[src/hdl/sflc_consts.vh]
// Purpose: Constants for the synthesizer function latch control block.
// Assumes: 24-bit serial words, control bits in the two lowest positions.
// Notes: Bit positions are those of the programming word.
`ifndef SFLC_CONSTS_VH
`define SFLC_CONSTS_VH
`define SFLC_WORD_W 24
`define SFLC_SEL_HI 1
`define SFLC_SEL_LO 0
`define SFLC_SEL_RCNT 2'h0
`define SFLC_SEL_ABCNT 2'h1
`define SFLC_SEL_FUNC 2'h2
`define SFLC_SEL_INIT 2'h3
`define SFLC_CNT_RST_BIT 2
`define SFLC_PD_ARM_BIT 3
`define SFLC_MUX_LSB 4
`define SFLC_MUX_MSB 6
`define SFLC_FL_EN_BIT 9
`define SFLC_FL_MODE_BIT 10
`define SFLC_TMO_LSB 11
`define SFLC_TMO_MSB 14
`define SFLC_CUR1_LSB 15
`define SFLC_CUR1_MSB 17
`define SFLC_CUR2_LSB 18
`define SFLC_CUR2_MSB 20
`define SFLC_PD_SYNC_BIT 21
`define SFLC_GAIN_BIT 21
`define SFLC_FUNC_RESET 24'h000000
`define SFLC_TMO_UNIT 4'h4
`endif

[src/hdl/sflc_top.v]
// Purpose: Function latch control of a PLL frequency synthesizer.
// Assumes: Serial pins and chip enable are asynchronous to I_REF_CLK.
// Notes: Divider counters live outside; this block drives their resets.
`timescale 1ns/100ps
`include "sflc_consts.vh"
module sflc_top
(
  // Clock and reset.
  input wire I_REF_CLK,
  input wire I_RST,
  // Serial interface pins.
  input wire I_SCLK,
  input wire I_SDATA,
  input wire I_LE,
  // Chip enable pin.
  input wire I_CHIP_EN,
  // Phase detector event pulse from the pump logic, same clock.
  input wire I_PUMP_EVENT,
  // Multiplexer sources, same clock.
  input wire [7:0] I_MUX_SRC,
  // Counter and lock detector control.
  output reg O_REF_CNT_RST,
  output reg O_FB_CNT_RST,
  output reg O_LOCK_DET_RST,
  // Charge pump control.
  output reg O_PUMP_HIZ,
  output reg [2:0] O_PUMP_CURRENT,
  output reg O_FASTLOCK,
  // Power and output pin.
  output reg O_POWERDOWN,
  output reg O_MUX_OUT
);
  wire [`SFLC_WORD_W-1:0] word;
  wire load;
  wire expire;
  reg [1:0] ce_q;
  reg [`SFLC_WORD_W-1:0] func_q;
  reg gain_q;
  reg gain_d;
  reg [2:0] pd_state_q;
  reg [2:0] pd_state_d;
  wire prog_pd;
  wire func_load;
  wire ab_load;
  wire cnt_rst;
  wire pd_arm;
  wire pd_sync;
  wire fl_en;
  wire fl_mode2;
  wire [3:0] tmo_field;
  wire [2:0] mux_sel;
  wire pd_any;
  wire fast_active;
  // One-hot states of the programmed power-down sequencer.
  localparam [2:0] PD_IDLE = 3'h1;
  localparam [2:0] PD_WAIT = 3'h2;
  localparam [2:0] PD_DOWN = 3'h4;
  ////////////////////////////////////////////////////////////////////////////
  sflc_shift_in u_shift
  (
    .i_clk(I_REF_CLK),
    .i_rst(I_RST),
    .i_sclk(I_SCLK),
    .i_sdata(I_SDATA),
    .i_le(I_LE),
    .o_word(word),
    .o_load(load)
  );
  ////////////////////////////////////////////////////////////////////////////
  // The initialization word also writes the function latch.
  assign func_load = load && word[`SFLC_SEL_HI] &&
    (word[`SFLC_SEL_HI:`SFLC_SEL_LO] == `SFLC_SEL_FUNC ||
     word[`SFLC_SEL_HI:`SFLC_SEL_LO] == `SFLC_SEL_INIT);
  assign ab_load = load && (word[`SFLC_SEL_HI:`SFLC_SEL_LO] == `SFLC_SEL_ABCNT);
  assign cnt_rst = func_q[`SFLC_CNT_RST_BIT];
  assign pd_arm = func_q[`SFLC_PD_ARM_BIT];
  assign pd_sync = func_q[`SFLC_PD_SYNC_BIT];
  assign fl_en = func_q[`SFLC_FL_EN_BIT];
  assign fl_mode2 = func_q[`SFLC_FL_MODE_BIT];
  assign tmo_field = func_q[`SFLC_TMO_MSB:`SFLC_TMO_LSB];
  assign mux_sel = func_q[`SFLC_MUX_MSB:`SFLC_MUX_LSB];
  // Chip enable low overrides both programmed bits.
  assign prog_pd = (pd_state_q == PD_DOWN);
  assign pd_any = ~ce_q[1] | prog_pd;
  assign fast_active = fl_en & gain_q;
  ////////////////////////////////////////////////////////////////////////////
  // Chip enable passes two flops; only the second one is read by logic.
  always @(posedge I_REF_CLK or posedge I_RST)
  begin
    if (I_RST)
    begin
      ce_q <= 2'h0;
    end
    else
    begin
      ce_q <= {ce_q[0], I_CHIP_EN};
    end
  end
  ////////////////////////////////////////////////////////////////////////////
  always @(posedge I_REF_CLK or posedge I_RST)
  begin
    if (I_RST)
    begin
      func_q <= `SFLC_FUNC_RESET;
    end
    else if (func_load)
    begin
      func_q <= word;
    end
  end
  ////////////////////////////////////////////////////////////////////////////
  always @(posedge I_REF_CLK or posedge I_RST)
  begin
    if (I_RST)
    begin
      gain_q <= 1'b0;
    end
    else
    begin
      gain_q <= gain_d;
    end
  end
  ////////////////////////////////////////////////////////////////////////////
  // A host write to the gain bit wins over a timer clear in the same cycle.
  always @*
  begin
    gain_d = gain_q;
    if (fl_en && fl_mode2 && expire)
    begin
      gain_d = 1'b0;
    end
    if (ab_load)
    begin
      gain_d = word[`SFLC_GAIN_BIT];
    end
  end
  ////////////////////////////////////////////////////////////////////////////
  // Programmed power-down; sync mode waits for a pump event so no frequency
  // jump is caused mid-cycle.
  always @*
  begin
    pd_state_d = pd_state_q;
    case (pd_state_q)
      PD_IDLE:
      begin
        if (ce_q[1] && pd_arm)
        begin
          if (!pd_sync || I_PUMP_EVENT)
          begin
            pd_state_d = PD_DOWN;
          end
          else
          begin
            pd_state_d = PD_WAIT;
          end
        end
      end
      PD_WAIT:
      begin
        if (!ce_q[1] || !pd_arm)
        begin
          pd_state_d = PD_IDLE;
        end
        else if (!pd_sync || I_PUMP_EVENT)
        begin
          pd_state_d = PD_DOWN;
        end
      end
      PD_DOWN:
      begin
        if (!ce_q[1] || !pd_arm)
        begin
          pd_state_d = PD_IDLE;
        end
      end
      default:
      begin
        pd_state_d = PD_IDLE;
      end
    endcase
  end
  ////////////////////////////////////////////////////////////////////////////
  always @(posedge I_REF_CLK or posedge I_RST)
  begin
    if (I_RST)
    begin
      pd_state_q <= PD_IDLE;
    end
    else
    begin
      pd_state_q <= pd_state_d;
    end
  end
  ////////////////////////////////////////////////////////////////////////////
  // The timer sits at its load value outside mode-2 fastlock, so a stale count never fires.
  sflc_fast_timer u_timer
  (
    .i_clk(I_REF_CLK),
    .i_rst(I_RST),
    .i_load(ab_load),
    .i_run(fast_active & fl_mode2 & ~pd_any),
    .i_tick(I_PUMP_EVENT),
    .i_field(tmo_field),
    .o_expire(expire)
  );
  ////////////////////////////////////////////////////////////////////////////
  // Both resets come from one flop term, so release is simultaneous.
  always @(posedge I_REF_CLK or posedge I_RST)
  begin
    if (I_RST)
    begin
      O_REF_CNT_RST <= 1'b1;
      O_FB_CNT_RST <= 1'b1;
    end
    else
    begin
      O_REF_CNT_RST <= cnt_rst | pd_any;
      O_FB_CNT_RST <= cnt_rst | pd_any;
    end
  end
  ////////////////////////////////////////////////////////////////////////////
  always @(posedge I_REF_CLK or posedge I_RST)
  begin
    if (I_RST)
    begin
      O_LOCK_DET_RST <= 1'b1;
      O_POWERDOWN <= 1'b1;
    end
    else
    begin
      O_LOCK_DET_RST <= pd_any;
      O_POWERDOWN <= pd_any;
    end
  end
  ////////////////////////////////////////////////////////////////////////////
  always @(posedge I_REF_CLK or posedge I_RST)
  begin
    if (I_RST)
    begin
      O_PUMP_HIZ <= 1'b1;
    end
    else
    begin
      O_PUMP_HIZ <= pd_any | cnt_rst;
    end
  end
  ////////////////////////////////////////////////////////////////////////////
  // Gain chooses the second current with or without fastlock.
  always @(posedge I_REF_CLK or posedge I_RST)
  begin
    if (I_RST)
    begin
      O_PUMP_CURRENT <= 3'h0;
    end
    else if (gain_q)
    begin
      O_PUMP_CURRENT <= func_q[`SFLC_CUR2_MSB:`SFLC_CUR2_LSB];
    end
    else
    begin
      O_PUMP_CURRENT <= func_q[`SFLC_CUR1_MSB:`SFLC_CUR1_LSB];
    end
  end
  ////////////////////////////////////////////////////////////////////////////
  always @(posedge I_REF_CLK or posedge I_RST)
  begin
    if (I_RST)
    begin
      O_FASTLOCK <= 1'b0;
    end
    else
    begin
      O_FASTLOCK <= fast_active & ~pd_any;
    end
  end
  ////////////////////////////////////////////////////////////////////////////
  // The pin is taken from a flop so a select change never glitches it.
  always @(posedge I_REF_CLK or posedge I_RST)
  begin
    if (I_RST)
    begin
      O_MUX_OUT <= 1'b0;
    end
    else
    begin
      O_MUX_OUT <= I_MUX_SRC[mux_sel];
    end
  end
endmodule

[src/hdl/sflc_shift_in.v]
// Purpose: Three-wire serial input register for the function latch control.
// Assumes: Clock, data and load-enable pins are asynchronous to the reference clock.
// Notes: Runs regardless of power-down so programming is always possible.
`timescale 1ns/100ps
`include "sflc_consts.vh"
module sflc_shift_in
(
  // Clock and reset.
  input wire i_clk,
  input wire i_rst,
  // Serial pins.
  input wire i_sclk,
  input wire i_sdata,
  input wire i_le,
  // Latched word.
  output reg [`SFLC_WORD_W-1:0] o_word,
  output reg o_load
);
  reg [2:0] sclk_q;
  reg [2:0] le_q;
  reg [1:0] dat_q;
  reg [`SFLC_WORD_W-1:0] shift_q;
  wire sclk_rise;
  wire le_rise;
  assign sclk_rise = sclk_q[1] & ~sclk_q[2];
  assign le_rise = le_q[1] & ~le_q[2];
  ////////////////////////////////////////////////////////////////////////////
  always @(posedge i_clk or posedge i_rst)
  begin
    if (i_rst)
    begin
      sclk_q <= 3'h0;
      le_q <= 3'h0;
      dat_q <= 2'h0;
      shift_q <= 24'h000000;
      o_word <= 24'h000000;
      o_load <= 1'b0;
    end
    else
    begin
      sclk_q <= {sclk_q[1:0], i_sclk};
      le_q <= {le_q[1:0], i_le};
      dat_q <= {dat_q[0], i_sdata};
      o_load <= 1'b0;
      // Shifting never depends on power-down state.
      if (sclk_rise)
      begin
        shift_q <= {shift_q[`SFLC_WORD_W-2:0], dat_q[1]};
      end
      if (le_rise)
      begin
        o_word <= shift_q;
        o_load <= 1'b1;
      end
    end
  end
endmodule

[src/hdl/sflc_fast_timer.v]
// Purpose: Fastlock timeout counter.
// Assumes: One tick per phase-detector event.
// Notes: Timeout length is the field value times 16, plus one fixed unit of 4.
`timescale 1ns/100ps
`include "sflc_consts.vh"
module sflc_fast_timer
(
  // Clock and reset.
  input wire i_clk,
  input wire i_rst,
  // Control.
  input wire i_load,
  input wire i_run,
  input wire i_tick,
  input wire [3:0] i_field,
  // Status.
  output reg o_expire
);
  reg [7:0] cnt_q;
  wire [7:0] start_val;
  assign start_val = {i_field, 4'h0} + {4'h0, `SFLC_TMO_UNIT};
  ////////////////////////////////////////////////////////////////////////////
  always @(posedge i_clk or posedge i_rst)
  begin
    if (i_rst)
    begin
      cnt_q <= 8'h00;
      o_expire <= 1'b0;
    end
    else
    begin
      o_expire <= 1'b0;
      // Held at load state while asked to, including any power-down.
      if (i_load || !i_run)
      begin
        cnt_q <= start_val;
      end
      else if (i_tick)
      begin
        if (cnt_q == 8'h01)
        begin
          o_expire <= 1'b1;
          cnt_q <= start_val;
        end
        else
        begin
          cnt_q <= cnt_q - 8'h01;
        end
      end
    end
  end
endmodule

[config.mk]
export PLATFORM = sky130hd
export DESIGN_NAME = sflc_top
export DESIGN_NICKNAME = d
export VERILOG_FILES = /design/src/hdl/sflc_top.v /design/src/hdl/sflc_shift_in.v /design/src/hdl/sflc_fast_timer.v
export VERILOG_INCLUDE_DIRS = /design/src /design/src/hdl
export SDC_FILE = /design/constraint.sdc
export NUM_CORES = 1
export LEC_CHECK = 0
export BUFFER_PORTS_ARGS = -buffer_cell sky130_fd_sc_hd__buf_2
export CAP_MARGIN = 0
export CORE_MARGIN = 2
export CORE_UTILIZATION = 59
export CTS_CLUSTER_DIAMETER = 100
export CTS_CLUSTER_SIZE = 20
export DETAILED_ROUTE_END_ITERATION = 6
export PLACE_DENSITY_LB_ADDON = 0.3
export SKIP_CTS_REPAIR_TIMING = 1
export SYNTH_ARGS = -nofsm -noshare
export SYNTH_HDL_FRONTEND = slang
export SYNTH_SLANG_ARGS = --single-unit
[constraint.sdc]
create_clock -name I_REF_CLK -period 2.85 [get_ports I_REF_CLK]
set_input_delay 0.285 -clock I_REF_CLK [delete_from_list [all_inputs] [get_ports I_REF_CLK]]
set_output_delay 0.285 -clock I_REF_CLK [all_outputs]
set_load 0.005 [all_outputs]
==> impl_metrics.yaml <==
status:
  status: "completed"
place:
  pre_cts_ws_ns: 1.25
  dp_hpwl_um: 3540
  place_area_mm2: 0.00378
  place.gp.congestion: 0.685
  placed_cells: 337
  portBuffers: 24
final_layout:
  final.fill_count: 436
  final_common_cell: "dfrtp_1"
  layout-drive-gt1-share_pct: 42.2
  area_delta_synth_final_pct: 10.0
  final_cells: 352
  nets: 290
  num_antenna_cells: 0
  final_cell_mix: "dfrtp_1, mux2_2, buf_2"
  final_design_area_no_fill_mm2: 0.00398
synth:
  synth_nets: 264
  synth_top_cells_by_area: "dfrtp_1, mux2_2, dfstp_2"
  ys.flop_type: "dfrtp_1"
  ys_warn_count: 0
  syn_inst: 247
  synth_edf_count: 0
  ys_ff_latch: 91
  ys_types: 43
  yosysTopAreaCell: "dfrtp_1"
  avgSynthCellArea_um2: 14.6
  synth_area_mm2: 0.00362
  synth_seq_area_share_pct: 63.1
  synthArstFlopShare_pct: 100
  yosysTopAreaCellShare_pct: 60.9
route:
  drc: 0
  ant_nets: 0
  vias: 1996
  routed_wirelength_um: 5450
  avgViaCountPerCell: 5.67
  wl_per_cell_um: 15.5
  first_iter_violations: 105
  first_pass_iters: 6
pwr:
  seq_power_share_pct: 56.8
  ir_drop_mv: 0.471
  p_per_area_mw_per_mm2: 792
  p_leak_uw: 0.00188
  switching_share_pct: 26.2
  p_int_uw: 2330
  pwr-share-comb_pct: 15.8
  clkPwrFrac_pct: 27.4
  power.switching_uw: 827
sta:
  rsz0062_at_grt: "no"
  hold_violations: 0
  final_max_slew_viol_count: 0
  finalSetupViolCount: 0
  fin_setup_tns_ns: 0
  slew_headroom_pct: 45.3
  finClkSkew_ns: 0.0106
  post-route-min-period_ns: 1.63
  fin_crit_sh_pct: 57.3
  fmax_mhz: 612
  tightest_slew_ns: 0.819
  fin_ws_ns: 1.22
floorplan:
  start_util_pct: 61.1
  ios: 25
  rows: 28
  die_y_um: 82.3
  die_w_um: 82.3
  die-area_mm2: 0.00677
  core-area_mm2: 0.00592
worst_hold_path:
  min_path_type: "input port to asynchronous set/reset pin"
global_routing:
  track_usage_pct: 18.9
  gr-total-overflow: 0
  grt_pass1_vias: 2034
  antenna_found_initial: 0
  grt_pass1_wl_um: 9300
  grt_max_degree: 53
critical_path:
  cp.required_ns: 3.13
  critPathMaxFanout: 6
  critPathCaptureType: "flip-flop"
  start_kind: "flip-flop"
  worstReg2RegStart: "u_timer.cnt_q[0]$_DFFE_PP0P_"
  r2r_cells: 5
  critical_path_class: "flip-flop to flip-flop"
  rrSetupSlack_ns: 1.22
  r2r_end: "u_timer.cnt_q[3]$_DFFE_PP0P_"
  critPathArrivalTime_ns: 1.92
cts:
  insertion_delay_ns: 0.36
  cts.htree.levels: 3
  cts_tree: "done"
  clock_sinks: 91
  cts.clk_slew.worst_paths_ns: 0.09
  clk_path_buf_depth: 2
  cts_buffers: 9
  clockRootBuffer: "clkbuf_8"
flow_run:
  max_cap_viol_count: 0
## power groups by stage
stage / registers [µW] / logic, µW / clock network, µW
floorplan: 1750 / 426 / 0
global placement: 1800 / 482 / 0
detailed placement: 1820 / 503 / 0
CTS: 1790 / 509 / 885
global route: 1840 / 549 / 936
finish: 1790 / 498 / 864
## synth_stat cells, types with 2 or more instances
cell,instances
nor2b_1,5
nand2_1,12
o21ai_0,5
nor3_1,3
o21bai_1,2
dfstp_2,3
a21boi_0,2
inv_1,4
buf_4,3
nand3b_1,2
dfrtp_1,88
nand2b_1,3
ha_1,2
mux2_2,62
a21oi_1,6
mux4_2,2
nor3b_1,3
o2bb2ai_1,2
nand3_1,4
nor2_1,5
buf_2,5
buf_6,3
## flip-flops by register name (all words and copies together), names as in the netlist, 2 cells and up
| signal | flops |
|---|---|
| func_q | 18 |
| ce_q | 2 |
| pd_state_q | 3 |
| u_shift.sclk_q | 3 |
| O_PUMP_CURRENT | 3 |
| u_shift.shift_q | 22 |
| u_shift.le_q | 3 |
| u_shift.dat_q | 2 |
| u_shift.o_word | 20 |
| u_timer.cnt_q | 8 |
## per-stage QoR
stage | hold WS (ns) | utilization, % | power [µW]
after CTS | 0.00595 | 67.2 | 3190
after detailed placement | 0.338 | 63.9 | 2320
after global placement | 0.334 | 63.9 | 2280
after floorplan | 0.316 | - | 2180
final | 0.00200 | 67.2 | 3150
after global routing | 0.00938 | 67.2 | 3320
## logic make-up (layout without fill, tap and decap cells)
family | count (synthesis) | in the layout | synth area share, %
compound gates | 24 | 24 | 4.60
xor+xnor | 2 | 2 | 0.485
fa+ha+maj | 2 | 2 | 0.692
buf+inv | 16 | 46 | 2.80
flops | 91 | 91 | 63.1
mux | 65 | 65 | 20.8
simple gates | 47 | 47 | 7.51
## final cells by class
class                           count  area [µm²]  share of cell area, %
Sequential cell                    91        2280                   57.3
Inverter                            4        16.3                  0.409
Clock buffer                        9         124                   3.11
Timing Repair Buffer               27         155                   3.90
Tap cell                           75        93.8                   2.36
Clock inverter                      6        72.6                   1.82
Multi-Input combinational cell    140        1240                   31.1
## worst max-delay path, cell delays in order, from the launching register on
cell,delay (ns)
dfrtp_1,0.42
ha_1,0.21
nor2b_1,0.16
and3b_1,0.27
or3_1,0.37
a21oi_1,0.13
## routing by layer
layer	track usage, %	share of wire (%)
met5	0	0
met4	8.50	2.0
met3	6.20	4.6
met2	31.1	48
met1	22.8	45
## how the worst max path moves through the flow
stage	start	endpoint	slack (ns)	cells past startpoint
6_report	u_timer.cnt_q[0]$_DFFE_PP0P_	u_timer.cnt_q[3]$_DFFE_PP0P_	1.22	5
3_5_place_dp	u_timer.cnt_q[0]$_DFFE_PP0P_	u_timer.cnt_q[6]$_DFFE_PP0P_	1.25	6
3_3_place_gp	u_timer.cnt_q[0]$_DFFE_PP0P_	u_timer.cnt_q[3]$_DFFE_PP0P_	1.32	5
5_1_grt	u_timer.cnt_q[0]$_DFFE_PP0P_	u_timer.cnt_q[6]$_DFFE_PP0P_	1.13	6
4_1_cts	u_timer.cnt_q[0]$_DFFE_PP0P_	u_timer.cnt_q[6]$_DFFE_PP0P_	1.23	6
2_1_floorplan	I_RST	O_FASTLOCK$_DFF_PP0_	0.21	1
(Power assumes the default switching activity.)
